--- src/gcb_pkg.sv ---
// Package with register map, field positions, reset values and timing for the gauge configuration bank.
package gcb_pkg;
  // Register offsets (word addresses on the plain register port).
  localparam logic [3:0] ADDR_CFG_C = 4'h0;
  localparam logic [3:0] ADDR_CFG_D = 4'h1;
  localparam logic [3:0] ADDR_CFG_E = 4'h2;
  localparam logic [3:0] ADDR_CFG_B = 4'h3;
  localparam logic [3:0] ADDR_CMD = 4'h4;
  localparam logic [3:0] ADDR_STATUS = 4'h5;
  localparam logic [3:0] ADDR_EVENT = 4'h6;
  // Reset values.
  localparam logic [7:0] RST_CFG_C = 8'h0c;
  localparam logic [7:0] RST_CFG_D = 8'hc3;
  localparam logic [7:0] RST_CFG_E = 8'h73;
  localparam logic [7:0] RST_CFG_B = 8'h40;
  // Writable bit masks; reserved bits are zero here.
  localparam logic [7:0] MASK_CFG_C = 8'h0f;
  localparam logic [7:0] MASK_CFG_D = 8'hf3;
  localparam logic [7:0] MASK_CFG_E = 8'hff;
  localparam logic [7:0] MASK_CFG_B = 8'h60;
  // Field positions in register C.
  localparam int C_CHG_PROF_IRQ = 3;
  localparam int C_SLEEP_WAKE = 2;
  localparam int C_DV_HI = 1;
  localparam int C_DV_LO = 0;
  // Field positions in register D.
  localparam int D_RELAX_SMOOTH = 7;
  localparam int D_SOC_SMOOTH = 6;
  localparam int D_STATE_PULSE = 5;
  localparam int D_OCV_PULSE = 4;
  localparam int D_EOC_DOD = 1;
  localparam int D_AMBIENT_PREDICTION_ENABLE = 0;
  // Field positions in register E.
  localparam int E_SMOOTH_SYNC = 7;
  localparam int E_IMAX_RESV = 6;
  localparam int E_IMAX_IRQ = 5;
  localparam int E_IMAX_EN = 4;
  localparam int E_DSG_FASTQ = 3;
  localparam int E_CHG_FASTQ = 2;
  localparam int E_FULL_HOLD = 1;
  localparam int E_EMPTY_HOLD = 0;
  // Field positions in register B.
  localparam int B_INSERT_DET = 6;
  localparam int B_BATLOW_IRQ = 5;
  // Command register bits.
  localparam int CMD_INSERT = 0;
  localparam int CMD_REMOVE = 1;
  localparam int CMD_PROBE = 2;
  // Delta voltage option codes.
  localparam logic [1:0] DV_STANDARD = 2'h0;
  localparam logic [1:0] DV_INSTANT = 2'h1;
  localparam logic [1:0] DV_MIN_STORED = 2'h2;
  // Timing.
  localparam longint CLK_HZ = 50000000;
  localparam longint SLOT_MS = 1000;
  localparam longint SLOT_CYCLES = (CLK_HZ * SLOT_MS) / 1000;
  localparam longint SETTLE_US = 10;
  localparam longint SETTLE_CYCLES = (CLK_HZ * SETTLE_US + 999999) / 1000000;
  localparam longint PULSE_US = 1000;
  localparam longint PULSE_CYCLES = (CLK_HZ * PULSE_US) / 1000000;
endpackage : gcb_pkg

--- src/gcb_config_bank.sv ---
// Configuration bank with battery presence detection and event pulse output.
//
// The address-and-strobe port and the register addresses are this design's own decisions.
`timescale 1ns/1ps
module gcb_config_bank #(
  parameter longint SLOT_CYCLES = gcb_pkg::SLOT_CYCLES,
  parameter longint PULSE_CYCLES = gcb_pkg::PULSE_CYCLES
) (
  // Clock and reset.
  input wire logic clk_sys_i,
  input wire logic reset_i,
  // Register port.
  input wire logic [3:0] reg_addr_i,
  input wire logic [7:0] reg_wdata_i,
  input wire logic reg_wr_i,
  input wire logic reg_rd_i,
  output logic [7:0] reg_rdata_o,
  // Battery detect pin, open drain.
  input wire logic battery_detect_pin_i,
  output logic battery_detect_pin_o,
  output logic battery_detect_pin_oe_o,
  // Algorithm events and status from the gauging core.
  input wire logic power_up_i,
  input wire logic hibernate_i,
  input wire logic waking_i,
  input wire logic relaxing_i,
  input wire logic charging_i,
  input wire logic end_of_charge_i,
  input wire logic overcharged_i,
  input wire logic soc_below_full_i,
  input wire logic therm_near_open_i,
  input wire logic charge_profile_change_i,
  input wire logic state_change_i,
  input wire logic ocv_cmd_i,
  input wire logic battery_low_i,
  input wire logic imax_update_i,
  // Feature steering outputs.
  output logic battery_present_flag_o,
  output logic charge_profile_event_o,
  output logic battery_low_event_o,
  output logic imax_event_o,
  output logic apply_sleep_comp_o,
  output logic [2:0] dv_mode_o,
  output logic smoothing_active_o,
  output logic dod_recalc_o,
  output logic ambient_pred_o,
  output logic full_hold_o,
  output logic gauge_event_pin_o
);
  // Configuration registers.
  logic [7:0] cfg_c_reg;
  logic [7:0] cfg_d_reg;
  logic [7:0] cfg_e_reg;
  logic [7:0] cfg_b_reg;
  // Synchroniser for the detect pin and the thermistor comparator.
  logic [1:0] pin_sync_reg;
  logic [1:0] therm_sync_reg;
  // Slot timer and probe control.
  logic [31:0] slot_cnt_reg;
  logic slot_tick;
  logic probe_req_reg;
  logic [31:0] pulse_cnt_reg;
  logic event_pend_reg;
  logic pulse_used_reg;
  logic cmd_insert;
  logic cmd_remove;
  logic cmd_probe;
  // Delta voltage option field, picked out once for the decoder and its check.
  logic [1:0] dv_code;

  // Write decode for the command register, one-cycle strobes.
  assign cmd_insert = reg_wr_i && (reg_addr_i == gcb_pkg::ADDR_CMD) && reg_wdata_i[gcb_pkg::CMD_INSERT];
  assign cmd_remove = reg_wr_i && (reg_addr_i == gcb_pkg::ADDR_CMD) && reg_wdata_i[gcb_pkg::CMD_REMOVE];
  assign cmd_probe = reg_wr_i && (reg_addr_i == gcb_pkg::ADDR_CMD) && reg_wdata_i[gcb_pkg::CMD_PROBE];
  assign slot_tick = (slot_cnt_reg == 32'(SLOT_CYCLES - 1));
  // The field position comes from the package, so the decoder follows any move of the field.
  assign dv_code = cfg_c_reg[gcb_pkg::C_DV_HI:gcb_pkg::C_DV_LO];

  // Configuration writes; reserved bits are masked so they never store.
  always_ff @(posedge clk_sys_i) begin
    if (reset_i) begin
      cfg_c_reg <= gcb_pkg::RST_CFG_C;
      cfg_d_reg <= gcb_pkg::RST_CFG_D;
      cfg_e_reg <= gcb_pkg::RST_CFG_E;
      cfg_b_reg <= gcb_pkg::RST_CFG_B;
    end else if (reg_wr_i) begin
      if (reg_addr_i == gcb_pkg::ADDR_CFG_C) begin
        cfg_c_reg <= reg_wdata_i & gcb_pkg::MASK_CFG_C;
      end else if (reg_addr_i == gcb_pkg::ADDR_CFG_D) begin
        cfg_d_reg <= reg_wdata_i & gcb_pkg::MASK_CFG_D;
      end else if (reg_addr_i == gcb_pkg::ADDR_CFG_E) begin
        cfg_e_reg <= reg_wdata_i & gcb_pkg::MASK_CFG_E;
      end else if (reg_addr_i == gcb_pkg::ADDR_CFG_B) begin
        cfg_b_reg <= reg_wdata_i & gcb_pkg::MASK_CFG_B;
      end
    end
  end

  // Read data, valid in the cycle after the strobe; unmapped reads return zero.
  always_ff @(posedge clk_sys_i) begin
    if (reset_i) begin
      reg_rdata_o <= 8'h00;
    end else if (reg_rd_i) begin
      if (reg_addr_i == gcb_pkg::ADDR_CFG_C) begin
        reg_rdata_o <= cfg_c_reg;
      end else if (reg_addr_i == gcb_pkg::ADDR_CFG_D) begin
        reg_rdata_o <= cfg_d_reg;
      end else if (reg_addr_i == gcb_pkg::ADDR_CFG_E) begin
        reg_rdata_o <= cfg_e_reg;
      end else if (reg_addr_i == gcb_pkg::ADDR_CFG_B) begin
        reg_rdata_o <= cfg_b_reg;
      end else if (reg_addr_i == gcb_pkg::ADDR_STATUS) begin
        reg_rdata_o <= {5'h00, probe_req_reg, battery_detect_pin_oe_o, battery_present_flag_o};
      end else if (reg_addr_i == gcb_pkg::ADDR_EVENT) begin
        reg_rdata_o <= {6'h00, pulse_used_reg, event_pend_reg};
      end else begin
        reg_rdata_o <= 8'h00;
      end
    end else begin
      reg_rdata_o <= 8'h00;
    end
  end

  // Two-flop synchronisers; the first stage feeds only the second.
  always_ff @(posedge clk_sys_i) begin
    if (reset_i) begin
      pin_sync_reg <= 2'h3;
      therm_sync_reg <= 2'h0;
    end else begin
      pin_sync_reg <= {pin_sync_reg[0], battery_detect_pin_i};
      therm_sync_reg <= {therm_sync_reg[0], therm_near_open_i};
    end
  end

  // One-second slot timer, free running while powered.
  always_ff @(posedge clk_sys_i) begin
    if (reset_i || slot_tick) begin
      slot_cnt_reg <= 32'h0;
    end else begin
      slot_cnt_reg <= slot_cnt_reg + 32'h1;
    end
  end

  // The pin is never driven: the device only releases it to high impedance.
  always_ff @(posedge clk_sys_i) begin
    battery_detect_pin_o <= 1'b0;
    battery_detect_pin_oe_o <= 1'b0;
  end

  // Presence test requests are latched and served on the next slot sample.
  always_ff @(posedge clk_sys_i) begin
    if (reset_i) begin
      probe_req_reg <= 1'b1;
    end else if (slot_tick) begin
      probe_req_reg <= 1'b0;
    end else if (power_up_i || hibernate_i || cmd_probe) begin
      probe_req_reg <= 1'b1;
    end
  end

  // Presence flag: pin sampled once per slot when detection is enabled, otherwise host commands only.
  always_ff @(posedge clk_sys_i) begin
    if (reset_i) begin
      battery_present_flag_o <= 1'b0;
    end else if (cfg_b_reg[gcb_pkg::B_INSERT_DET]) begin
      if (slot_tick) begin
        if (therm_sync_reg[1]) begin
          battery_present_flag_o <= 1'b0;
        end else begin
          battery_present_flag_o <= ~pin_sync_reg[1];
        end
      end
    end else if (cmd_insert) begin
      battery_present_flag_o <= 1'b1;
    end else if (cmd_remove) begin
      battery_present_flag_o <= 1'b0;
    end
  end

  // Interrupt events, each gated by its enable.
  always_ff @(posedge clk_sys_i) begin
    if (reset_i) begin
      charge_profile_event_o <= 1'b0;
      battery_low_event_o <= 1'b0;
      imax_event_o <= 1'b0;
    end else begin
      charge_profile_event_o <= charge_profile_change_i && cfg_c_reg[gcb_pkg::C_CHG_PROF_IRQ];
      battery_low_event_o <= battery_low_i && cfg_b_reg[gcb_pkg::B_BATLOW_IRQ];
      imax_event_o <= imax_update_i && cfg_e_reg[gcb_pkg::E_IMAX_IRQ] && cfg_e_reg[gcb_pkg::E_IMAX_EN];
    end
  end

  // Feature steering decoded from the configuration bits.
  always_ff @(posedge clk_sys_i) begin
    if (reset_i) begin
      apply_sleep_comp_o <= 1'b0;
      dv_mode_o <= 3'h0;
      smoothing_active_o <= 1'b0;
      dod_recalc_o <= 1'b0;
      ambient_pred_o <= 1'b0;
    end else begin
      apply_sleep_comp_o <= waking_i && cfg_c_reg[gcb_pkg::C_SLEEP_WAKE];
      // option decode, code 11 selects nothing
      dv_mode_o <= {dv_code == gcb_pkg::DV_MIN_STORED, dv_code == gcb_pkg::DV_INSTANT,
                    dv_code == gcb_pkg::DV_STANDARD};
      smoothing_active_o <= cfg_d_reg[gcb_pkg::D_SOC_SMOOTH] && (!relaxing_i || cfg_d_reg[gcb_pkg::D_RELAX_SMOOTH]);
      dod_recalc_o <= cfg_d_reg[gcb_pkg::D_EOC_DOD] && charging_i && end_of_charge_i;
      ambient_pred_o <= cfg_d_reg[gcb_pkg::D_AMBIENT_PREDICTION_ENABLE];
    end
  end

  // Full hold: set on overcharge, released once charge falls below full.
  always_ff @(posedge clk_sys_i) begin
    if (reset_i) begin
      full_hold_o <= 1'b0;
    end else if (!cfg_e_reg[gcb_pkg::E_FULL_HOLD] || soc_below_full_i) begin
      full_hold_o <= 1'b0;
    end else if (overcharged_i) begin
      full_hold_o <= 1'b1;
    end
  end

  // Pending event collects enabled sources; a new event wins over the clear.
  always_ff @(posedge clk_sys_i) begin
    if (reset_i) begin
      event_pend_reg <= 1'b0;
    end else if ((state_change_i && cfg_d_reg[gcb_pkg::D_STATE_PULSE]) ||
                 (ocv_cmd_i && cfg_d_reg[gcb_pkg::D_OCV_PULSE])) begin
      event_pend_reg <= 1'b1;
    end else if (!pulse_used_reg && pulse_cnt_reg == 32'h0) begin
      event_pend_reg <= 1'b0;
    end
  end

  // Pulse generator: one pulse per slot; events after it in the slot merge into one pulse in the next slot.
  always_ff @(posedge clk_sys_i) begin
    if (reset_i) begin
      pulse_used_reg <= 1'b0;
      pulse_cnt_reg <= 32'h0;
      gauge_event_pin_o <= 1'b0;
    end else begin
      if (pulse_cnt_reg != 32'h0) begin
        pulse_cnt_reg <= pulse_cnt_reg - 32'h1;
        gauge_event_pin_o <= (pulse_cnt_reg != 32'h1);
      end else if (event_pend_reg && !pulse_used_reg) begin
        pulse_cnt_reg <= 32'(PULSE_CYCLES);
        gauge_event_pin_o <= 1'b1;
      end else begin
        gauge_event_pin_o <= 1'b0;
      end
      // A pulse launched on the slot boundary shows in the new slot, so its start must win over the clear.
      // Otherwise a second event in that slot would get a pulse of its own.
      if (event_pend_reg && !pulse_used_reg && pulse_cnt_reg == 32'h0) begin
        pulse_used_reg <= 1'b1;
      end else if (slot_tick) begin
        pulse_used_reg <= 1'b0;
      end
    end
  end

  // Assertions.
  property p_reset_c;
    @(posedge clk_sys_i) $fell(reset_i) |-> cfg_c_reg == 8'h0c;
  endproperty
  a_reset_c: assert property (p_reset_c) else $error("register C reset value wrong");
  property p_reset_d;
    @(posedge clk_sys_i) $fell(reset_i) |-> cfg_d_reg == 8'hc3;
  endproperty
  a_reset_d: assert property (p_reset_d) else $error("register D reset value wrong");
  property p_reset_e;
    @(posedge clk_sys_i) $fell(reset_i) |-> cfg_e_reg == 8'h73;
  endproperty
  a_reset_e: assert property (p_reset_e) else $error("register E reset value wrong");
  property p_rsvd;
    @(posedge clk_sys_i) disable iff (reset_i) cfg_c_reg[7:4] == 4'h0 && cfg_d_reg[3:2] == 2'h0;
  endproperty
  a_rsvd: assert property (p_rsvd) else $error("reserved bit stored");
  property p_cp_irq;
    @(posedge clk_sys_i) disable iff (reset_i)
      charge_profile_change_i |=> charge_profile_event_o == $past(cfg_c_reg[gcb_pkg::C_CHG_PROF_IRQ]);
  endproperty
  a_cp_irq: assert property (p_cp_irq) else $error("charge profile event gating wrong");
  property p_bl_irq;
    @(posedge clk_sys_i) disable iff (reset_i) battery_low_event_o |-> $past(cfg_b_reg[gcb_pkg::B_BATLOW_IRQ]);
  endproperty
  a_bl_irq: assert property (p_bl_irq) else $error("battery low event while disabled");
  property p_smooth;
    @(posedge clk_sys_i) disable iff (reset_i) smoothing_active_o |-> $past(cfg_d_reg[gcb_pkg::D_SOC_SMOOTH]);
  endproperty
  a_smooth: assert property (p_smooth) else $error("smoothing active while disabled");
  property p_host_only;
    @(posedge clk_sys_i) disable iff (reset_i)
      !cfg_b_reg[gcb_pkg::B_INSERT_DET] && !cmd_insert |=> !$rose(battery_present_flag_o);
  endproperty
  a_host_only: assert property (p_host_only) else $error("presence set without host command");
  property p_sample_slot;
    @(posedge clk_sys_i) disable iff (reset_i)
      $changed(battery_present_flag_o) && $past(cfg_b_reg[gcb_pkg::B_INSERT_DET]) |-> $past(slot_tick);
  endproperty
  a_sample_slot: assert property (p_sample_slot) else $error("presence changed outside slot sample");
  property p_one_pulse;
    @(posedge clk_sys_i) disable iff (reset_i) $rose(gauge_event_pin_o) |-> $past(!pulse_used_reg);
  endproperty
  a_one_pulse: assert property (p_one_pulse) else $error("second pulse in one slot");
  property p_pin_hiz;
    @(posedge clk_sys_i) disable iff (reset_i) !battery_detect_pin_oe_o;
  endproperty
  a_pin_hiz: assert property (p_pin_hiz) else $error("detect pin driven");
  // A pulse that starts marks its slot as used at once, even on the slot boundary.
  property p_pulse_marks_slot;
    @(posedge clk_sys_i) disable iff (reset_i) $rose(gauge_event_pin_o) |-> pulse_used_reg;
  endproperty
  a_pulse_marks_slot: assert property (p_pulse_marks_slot) else $error("pulse left its slot unmarked");
  // With detection on, the flag moves only on a slot sample; host commands have no effect.
  property p_flag_hold;
    @(posedge clk_sys_i) disable iff (reset_i)
      cfg_b_reg[gcb_pkg::B_INSERT_DET] && !slot_tick |=> $stable(battery_present_flag_o);
  endproperty
  a_flag_hold: assert property (p_flag_hold) else $error("presence moved between samples");
  // The unused option code selects no delta voltage mode at all.
  property p_dv_unused;
    @(posedge clk_sys_i) disable iff (reset_i) (&dv_code) |=> dv_mode_o == 3'h0;
  endproperty
  a_dv_unused: assert property (p_dv_unused) else $error("unused option code selected a mode");
  // Falling below full always ends the hold in the next cycle.
  property p_hold_release;
    @(posedge clk_sys_i) disable iff (reset_i) soc_below_full_i |=> !full_hold_o;
  endproperty
  a_hold_release: assert property (p_hold_release) else $error("full hold kept below full");
  c_pulse: cover property (@(posedge clk_sys_i) disable iff (reset_i) $rose(gauge_event_pin_o));
  c_present: cover property (@(posedge clk_sys_i) disable iff (reset_i) $rose(battery_present_flag_o));
  c_hold: cover property (@(posedge clk_sys_i) disable iff (reset_i) $rose(full_hold_o));
  // A presence test requested between slot samples.
  c_probe: cover property (@(posedge clk_sys_i) disable iff (reset_i) $rose(probe_req_reg));
endmodule : gcb_config_bank

--- config.mk ---
export PLATFORM = sky130hd
export DESIGN_NAME = gcb_config_bank
export DESIGN_NICKNAME = d
export VERILOG_FILES = /design/src/gcb_pkg.sv /design/src/gcb_config_bank.sv
export SDC_FILE = /design/constraint.sdc
export NUM_CORES = 1
export LEC_CHECK = 0
export BUFFER_PORTS_ARGS = -buffer_cell sky130_fd_sc_hd__buf_2
export CORE_ASPECT_RATIO = 1.25
export CORE_MARGIN = 4
export CORE_UTILIZATION = 35
export DETAILED_ROUTE_END_ITERATION = 10
export PLACE_DENSITY = 0.63
export SLEW_MARGIN = 5
export SYNTH_ARGS = -nofsm -noshare
export SYNTH_HDL_FRONTEND = slang
export SYNTH_SLANG_ARGS = --single-unit
--- constraint.sdc ---
create_clock -name clk_sys_i -period 5.56 [get_ports clk_sys_i]
set_input_delay 0.278 -clock clk_sys_i [delete_from_list [all_inputs] [get_ports clk_sys_i]]
set_output_delay 0.278 -clock clk_sys_i [all_outputs]
set_load 0.03 [all_outputs]
==> results.yml, run 1 <==
setup_path:
  r2r_slack_ns: 2.80
  cp.required_ns: 5.80
  end_kind: "flop"
  rr_endpoint: "pulse_cnt_reg[20]$_SDFFE_PP0P_"
  ff2ff_path_depth: 5
  slowest_stage: "or4_4"
  reg2reg_from: "pulse_cnt_reg[4]$_SDFFE_PP0P_"
  cp_cell_sequence: "or4_4 > nor4_2 > o2111ai_1 > nor4_1 > mux2_2"
  critical-path-max-stage-delay_ns: 0.59
  cp.arrival_ns: 2.99
  crit_fanout: 12
  critPathLaunchType: "flop"
  critical_path_class: "reg2reg"
sta:
  period_share_pct: 49.57
  worstMarginPinSlew_ns: 1.218
  fmax_mhz: 362.8
  fin_crit_ns: 2.756
  timing.setup.tns_ns: 0
  maxSlewViolCount: 0
  setup_viol: 0
  rsz0062_at_grt: "no"
  final_hold_viol_count: 0
  slew_headroom_pct: 18.08
  finClkSkew_ns: 0.01054
die:
  design.portCount: 54
  start_util_pct: 35.72
  num_rows: 48
  die_h_um: 140.8
  coreArea_um2: 13810
  chipWidth_um: 114.2
  die_area_um2: 16070
finish:
  layout-drive-gt1-share_pct: 14.88
  fillers: 1367
  utilization_pct: 40.32
  finalInstanceArea_um2: 5569
  mostFrequentLayoutCell: "dfxtp_1"
  diodes: 0
  final_nets: 627
  area_delta_synth_final_pct: 12.85
  layout_common_cells: "dfxtp_1 (112), nor2_1 (72), buf_2 (51), nand2_1 (46), a21oi_1 (30)"
yosys:
  synthArstFlopShare_pct: 0
  synth_edf_count: 0
  ys_ff_latch: 112
  netlist_instances: 556
  syn_area_um2: 4935
  seq_area_frac_synth_pct: 45.44
  yosysWarnings: 0
  avgSynthCellArea_um2: 8.875
  synth_flop_cell: "dfxtp_1"
  synth_cell_types: 62
grt:
  antenna_found_initial: 0
  grt_pass1_vias: 3870
  grtUsageTotal_pct: 13.64
  grt_max_degree: 53
  grt_pass1_wl_um: 18260
  grt_overflow: 0
clocking:
  clk_pin_slew_ns: 0.07
  cts_hold_buf: 0
  cts_setup_buffers: 0
  cts_num_sinks: 112
  cts_tree: "yes"
  cts_buffers: 9
  cts_resized: 0
  clock_latency_ns: 0.35
  htreeDepth: 3
  clock_path_buffers: 2
  cts-root-buf: "clkbuf_16"
detailed_routing:
  dr.pass1.iters: 6
  drc: 0
  drtIter0Drc: 223
  postRouteWirelength_um: 10940
  vias_per_cell: 5.316
  routedWlPerCell_um: 14.15
  vias: 4109
  ant_nets: 0
place:
  placed_area_um2: 5280
  port-buffer-count: 51
  gp_congestion: 0.8920
  dp_hpwl_um: 7721
hold_path:
  hold_depth: 2
  min_path_type: "in2reg"
  holdPathEnd: "full_hold_o$_SDFFE_PP0P_"
  hp-start: "soc_below_full_i"
power_and_ir_drop:
  fin_total_pwr_uw: 2589
  vdd_drop_max_v: 0.0002082
  p_sw_uw: 977.8
  p_per_area_nw_per_um2: 464.8
  p_sw_share_pct: 37.77
  p_clk_share_pct: 24.3
  seqPwrFrac_pct: 39.8
  intPower_uw: 1611
  p_leak_uw: 0.002226
  p_comb_share_pct: 36.0
run_status:
  status: "finished clean"
run:
  drv_cap: 0
## synthesized netlist by cell type (4+ instances only)
cell / number / area share [%]
a21oi_1: 30 / 3.0
nor3_1: 13 / 1.3
inv_1: 17 / 1.3
clkbuf_1: 19 / 1.4
mux2i_1: 7 / 1.4
xor2_1: 23 / 4.1
o31ai_1: 7 / 1.1
nor2b_1: 13 / 1.6
nand3_1: 29 / 2.9
xnor2_1: 6 / 1.1
o211ai_1: 8 / 1.2
nor2_1: 72 / 5.5
nand3b_1: 6 / 0.91
a31oi_1: 4 / 0.51
dfxtp_1: 112 / 45
or2_2: 5 / 0.63
and4_1: 7 / 1.2
buf_6: 4 / 0.91
o21ai_0: 6 / 0.61
nand2b_1: 4 / 0.51
nor4_1: 15 / 1.9
mux2_2: 5 / 1.1
or4_1: 12 / 1.8
o41ai_1: 4 / 0.71
nand4_1: 11 / 1.4
a211o_1: 6 / 1.1
nand2_1: 46 / 3.5
and3_1: 8 / 1.0
## worst max-delay path, delay by kind of cell, from the launching register on
family	cells	cell delay, ns
DFF	1	0.37
AOI/OAI and AO/OA	1	0.49
muxes	1	0.38
and+or+nand+nor	3	1.40
## through the flow
step	hold slack, ns	cells	setup WS, ns
final	0.08445	773	2.804
after global routing	0.06617	773	2.552
after CTS	0.07355	773	2.766
after detailed placement	0.4058	757	2.783
after global placement	0.3950	757	2.942
after floorplan	0.3573	557	3.207
## power by group through the flow
stage / logic (uW) / clock network [uW] / registers, uW
detailed placement: 933 / 0 / 1040
global placement: 913 / 0 / 1030
floorplan: 815 / 0 / 1030
CTS: 935 / 647 / 1030
finish: 931 / 628 / 1030
global route: 1050 / 678 / 1050
## routing by layer
layer | share of wire (%) | GRT usage (%)
met5 | 0 | 0
met4 | 1.8 | 5.378
met3 | 5.0 | 3.349
met2 | 47 | 21.68
met1 | 46 | 17.74
## layout make-up
class	instances	area, um^2	area share (%)
clock buffer	9	225.2	4.044
clock inverter	7	63.81	1.146
inverter	17	63.81	1.146
multi-input combinational	401	2492	44.75
sequential	112	2242	40.26
tap	175	219.0	3.932
timing repair buffer	52	262.8	4.718
## how the worst max path moves through the flow
stage | endpoint | startpoint
floorplan | pulse_cnt_reg[31]$_SDFFE_PP0P_ | pulse_cnt_reg[17]$_SDFFE_PP0P_
global placement | pulse_cnt_reg[20]$_SDFFE_PP0P_ | pulse_cnt_reg[4]$_SDFFE_PP0P_
detailed placement | pulse_cnt_reg[20]$_SDFFE_PP0P_ | pulse_cnt_reg[4]$_SDFFE_PP0P_
CTS | pulse_cnt_reg[20]$_SDFFE_PP0P_ | pulse_cnt_reg[4]$_SDFFE_PP0P_
global route | pulse_cnt_reg[6]$_SDFFE_PP0P_ | pulse_cnt_reg[0]$_SDFFE_PP0P_
finish | pulse_cnt_reg[20]$_SDFFE_PP0P_ | pulse_cnt_reg[4]$_SDFFE_PP0P_
## logic make-up after synthesis
kind of cell	share of synthesized area (%)
AOI/OAI and AO/OA	12.35
buffers and inverters	4.133
and+or+nand+nor	28.85
muxes	3.245
DFF	45.44
other	0.07599
adders and majority gates	0.7607
xor gates and xnor gates	5.147
Power figures use the tool's default switching activity.
==> inputs of run 2 (changes only) <==
--- a/config.mk
+++ b/config.mk
@@ -10,7 +10,7 @@
 export CORE_MARGIN = 4
 export CORE_UTILIZATION = 35
 export DETAILED_ROUTE_END_ITERATION = 10
-export PLACE_DENSITY = 0.63
+export PLACE_DENSITY = 0.65
 export SLEW_MARGIN = 5
 export SYNTH_ARGS = -nofsm -noshare
 export SYNTH_HDL_FRONTEND = slang
==> constraint.sdc (replaced) <==
create_clock -name clk_sys_i -period 2.47 [get_ports clk_sys_i]
set_input_delay 0.1235 -clock clk_sys_i [delete_from_list [all_inputs] [get_ports clk_sys_i]]
set_output_delay 0.1235 -clock clk_sys_i [all_outputs]
set_load 0.03 [all_outputs]
==> run 2 against run 1 <==
Net effect:
- register-to-register slack worse by 2.8 ns
- cell area is 5.4% higher
- largest power group is now combinational cells
- clock-buffer cell count stayed put
- die area stayed put
- largest cell class unchanged
==> results.yml, run 2 (synthesis gave the netlist of run 1 again) <==
sta:
  rsz0062_at_grt: "yes"
  fin_crit_ns: 2.444
  worstMarginPinSlew_ns: 0.7555
  final_hold_viol_count: 0
  finClkSkew_ns: 0.009571
  setup_slack_ns: 0.02626
  maxSlewViolCount: 0
  fmax_mhz: 409.2
  period_share_pct: 98.94
  setup_viol: 0
  slew_headroom_pct: 49.45
setup_path:
  cp.required_ns: 2.71
  end_kind: "flop"
  cp.arrival_ns: 2.69
  crit_fanout: 6
  critical_path_class: "reg2reg"
  critPathLaunchType: "flop"
grt:
  grt_pass1_vias: 4219
  grt_max_degree: 35
  antenna_found_initial: 1
  grt_overflow: 0
  grtUsageTotal_pct: 14.26
  grt_pass1_wl_um: 19090
run_status:
  status: "finished clean"
clocking:
  cts_setup_buffers: 0
  cts_tree: "yes"
  cts-root-buf: "clkbuf_16"
  clock_latency_ns: 0.36
  cts_num_sinks: 112
  cts_buffers: 9
  clk_pin_slew_ns: 0.08
  clock_path_buffers: 2
  htreeDepth: 3
finish:
  diodes: 0
  ff_latch_area_um2: 2243
  final_nets: 655
  layout_common_cells: "dfxtp_1 (111), nor2_1 (72), buf_2 (51), nand2_1 (46), a21oi_1 (30)"
  layout-drive-gt1-share_pct: 17.73
  multi_input_area_um2: 2526
  area_delta_synth_final_pct: 18.99
  mostFrequentLayoutCell: "dfxtp_1"
  fillers: 1361
detailed_routing:
  postRouteWirelength_um: 11300
  drtIter0Drc: 302
  vias_per_cell: 5.360
  vias: 4293
  routedWlPerCell_um: 14.11
  dr.pass1.iters: 5
  ant_nets: 0
  drc: 0
die:
  die_area_um2: 16070
  chipWidth_um: 114.2
  coreArea_um2: 13810
  design.portCount: 54
  start_util_pct: 35.72
  num_rows: 48
  die_h_um: 140.8
power_and_ir_drop:
  fin_total_pwr_uw: 6268
  p_leak_uw: 0.002378
  p_per_area_nw_per_um2: 1067
  vdd_drop_max_v: 0.0006323
place:
  gp_congestion: 0.8917
  dp_hpwl_um: 7901
  dp_slack_ns: 0.03843
  port-buffer-count: 51
hold_path:
  min_path_type: "in2reg"
run:
  drv_cap: 0
## run 2: changes by cell type in the layout (fill, tap and decap cells not counted), moves of 2 or more
cell / before / now
inv_12: 0 / 2
inv_6: 3 / 1
buf_4: 1 / 19
nor4_1: 15 / 13
clkinv_2: 2 / 0
dlygate4sd3_1: 0 / 10
## run 2: final cells by class
class,instances,share of cell area [%]
sequential,112,38.21
inverter,17,1.087
clock buffer,9,3.836
multi-input combinational,401,43.02
clock inverter,7,1.641
timing repair buffer,80,8.481
tap,175,3.729
## run 2: per-stage QoR
| step | hold WS, ns | utilization (%) | cells | setup TNS [ns] | instance area [um^2] |
|---|---|---|---|---|---|
| after floorplan | 0.2028 | - | 557 | 0 | 4938 |
| after global placement | 0.2918 | 39.20 | 775 | 0 | 5415 |
| after detailed placement | 0.2917 | 39.20 | 775 | 0 | 5415 |
| after CTS | 0.01085 | 42.26 | 801 | 0 | 5837 |
| after global routing | 0.02793 | 42.51 | 801 | -0.03662 | 5872 |
| final | 0.02064 | 42.51 | 801 | 0 | 5872 |
## run 2: path summary, 6_finish.rpt
kind         slack (ns)                      startpoint                             end  depth (start not counted)
max                0.03  pulse_cnt_reg[18]$_SDFFE_PP0P_  pulse_cnt_reg[29]$_SDFFE_PP0P_                          5
min                0.02                  reg_wdata_i[6]       cfg_d_reg[6]$_SDFFE_PP1P_                          3
max reg2reg        0.03  pulse_cnt_reg[18]$_SDFFE_PP0P_  pulse_cnt_reg[29]$_SDFFE_PP0P_                          5
min reg2reg        0.42      pin_sync_reg[0]$_SDFF_PP1_      pin_sync_reg[1]$_SDFF_PP1_                          1
## run 2: critical path: stages, from the launching register on
cell and delay (ns):
dfxtp_2 0.35, or4_4 0.54, or3_4 0.40, or3_4 0.43, nor4_2 0.28, mux2_1 0.34
## run 2: repair_timing
| item | in CTS | in global routing |
|---|---|---|
| endpoints found under the hold margin | 9 | 0 |
| setup endpoints to repair | 0 | 4 |
| hold buffers | 10 | 0 |
| resized for setup | 0 | 6 |
## run 2: where the power goes
group / internal, uW / switching (uW)
clock: 748 / 779
combinational: 1050 / 1390
sequential: 2060 / 241
total: 3850 / 2410
## run 2: metal layers
metal	vias up	track usage [%]	part of all wire [%]
li1	2128	-	-
met2	102	24.03	49
met4	2	6.879	2.5
met5	-	0	0.12
met1	2033	16.86	44
met3	28	3.478	4.8
==> inputs of run 3 (changes only) <==
--- a/config.mk
+++ b/config.mk
@@ -10,6 +10,7 @@
 export CORE_MARGIN = 4
 export CORE_UTILIZATION = 35
 export DETAILED_ROUTE_END_ITERATION = 10
+export GPL_TIMING_DRIVEN = 0
 export PLACE_DENSITY = 0.65
 export SLEW_MARGIN = 5
 export SYNTH_ARGS = -nofsm -noshare
==> run 3 against run 2 <==
Net effect:
- clock-buffer cell count rose by 1
- final cell count rose by 0.75%
- critical path depth did not move
- largest power group unchanged
==> results.yml, run 3 (synthesis gave the netlist of run 1 again) <==
place:
  port-buffer-count: 47
  placed_area_um2: 5393
  gp_congestion: 0.8871
  post-place-cells: 779
  dp_hpwl_um: 8815
power_and_ir_drop:
  seqPwrFrac_pct: 34.9
  p_sw_uw: 2519
  p_per_area_nw_per_um2: 1134
  p_clk_share_pct: 23.8
  p_comb_share_pct: 41.4
  intPower_uw: 4231
  vdd_drop_max_v: 0.0005964
  p_sw_share_pct: 37.31
  p_leak_uw: 0.002368
die:
  chipWidth_um: 114.2
  die_h_um: 140.8
  num_rows: 48
  design.portCount: 54
  die_area_um2: 16070
  start_util_pct: 35.72
  coreArea_um2: 13810
setup_path:
  cp.required_ns: 2.71
  end_kind: "flop"
  critPathLaunchType: "flop"
  critical_path_buf_inv_count: 0
  cp.arrival_ns: 2.66
  slowest_stage: "or4_4"
  critPathTopFamily: "simple AND/OR/NAND/NOR gates"
  r2r_slack_ns: 0.05
  critical-path-max-stage-delay_ns: 0.53
  cp_cell_sequence: "or4_4 > or3_4 > or3_4 > nor4_4 > mux2_4"
  crit_fanout: 6
  critical_path_class: "reg2reg"
  cpMostUsedCell: "or3_4"
grt:
  grt_pass1_wl_um: 20210
  grtUsageTotal_pct: 15.31
  antenna_found_initial: 0
  grt_overflow: 0
  grt_pass1_vias: 4163
  grt_max_degree: 20
detailed_routing:
  dr.pass1.iters: 4
  vias: 4341
  postRouteWirelength_um: 12180
  drtIter0Drc: 220
  drc: 0
  ant_nets: 0
  routedWlPerCell_um: 15.10
  vias_per_cell: 5.379
finish:
  final_cells: 807
  utilization_pct: 43.09
  area_delta_synth_final_pct: 20.61
  mostFrequentLayoutCell: "dfxtp_1"
  finalInstanceArea_um2: 5952
  diodes: 0
  final_nets: 661
  layout-drive-gt1-share_pct: 18.51
  layout_common_cells: "dfxtp_1 (108), nor2_1 (72), buf_2 (47), nand2_1 (46), a21oi_1 (30)"
sta:
  timing.setup.tns_ns: 0
  worstMarginPinSlew_ns: 0.7214
  finClkSkew_ns: 0.01001
  final_hold_viol_count: 0
  maxSlewViolCount: 0
  slew_headroom_pct: 51.51
  period_share_pct: 97.97
  fmax_mhz: 413.3
  setup_viol: 0
  fin_crit_ns: 2.420
clocking:
  cts_num_sinks: 112
  cts_buffers: 9
  htreeDepth: 3
  cts_tree: "yes"
  clock_latency_ns: 0.36
  clk_pin_slew_ns: 0.07
  cts-root-buf: "clkbuf_16"
  clock_path_buffers: 2
run_status:
  status: "finished clean"
hold_path:
  min_path_type: "in2reg"
run:
  drv_cap: 0
-- run 3: power groups by stage --
stage | logic (uW) | clock network [uW] | registers [uW]
6_report | 2790 | 1600 | 2350
5_1_grt | 3050 | 1720 | 2400
4_1_cts | 2470 | 1640 | 2320
3_5_place_dp | 2330 | 0 | 2350
3_3_place_gp | 2270 | 0 | 2320
2_1_floorplan | 1830 | 0 | 2320
-- run 3: path summary, 6_finish.rpt --
path | startpoint | end | cells past startpoint
hold / removal | reg_wdata_i[4] | cfg_e_reg[4]$_SDFFE_PP1P_ | 3
setup reg to reg | pulse_cnt_reg[21]$_SDFFE_PP0P_ | pulse_cnt_reg[29]$_SDFFE_PP0P_ | 5
hold reg to reg | pin_sync_reg[0]$_SDFF_PP1_ | pin_sync_reg[1]$_SDFF_PP1_ | 1
setup / recovery | pulse_cnt_reg[21]$_SDFFE_PP0P_ | pulse_cnt_reg[29]$_SDFFE_PP0P_ | 5
-- run 3: worst register-to-register path, stage by stage, from the launching register on --
cell and delay (ns):
dfxtp_2 0.34, or4_4 0.53, or3_4 0.39, or3_4 0.44, nor4_4 0.29, mux2_4 0.32
-- run 3: metrics by stage --
step | total power (uW) | hold WS (ns) | setup slack, ns
6_report | 6750 | 0.008368 | 0.05025
5_1_grt | 7173 | 0.01364 | -0.01847
3_5_place_dp | 4681 | 0.2947 | -0.1871
3_3_place_gp | 4592 | 0.2933 | -0.1547
2_1_floorplan | 4153 | 0.2028 | 0.1169
4_1_cts | 6431 | 0.0009630 | 0.01464
-- run 3: metal layers --
metal / up-vias / GRT usage [%] / wire, um
met4: 0 / 5.941 / 214
met1: 2094 / 18.89 / 5314
met2: 89 / 26.28 / 6097
li1: 2142 / - / -
met5: - / 0 / 0
met3: 16 / 2.791 / 555
-- run 3: timing repair --
action                                 4_1_cts  5_1_grt
setup endpoints to repair                   18       49
gates resized for setup                      8       26
pin swaps                                    1        6
setup buffers                                2        4
endpoints found under the hold margin        5        0
hold buffers                                 6        0
-- run 3: layout make-up --
cell class / instances / area [um^2]
plain buffers: 27 / 150.1
clock buffers: 10 / 229.0
clock inverters: 6 / 100.1
fillers: 1364 / 7861
inverters: 17 / 63.81
multi-input cells: 401 / 2603
flip-flops and latches: 112 / 2247
well taps: 175 / 219.0
repair buffers: 59 / 340.3
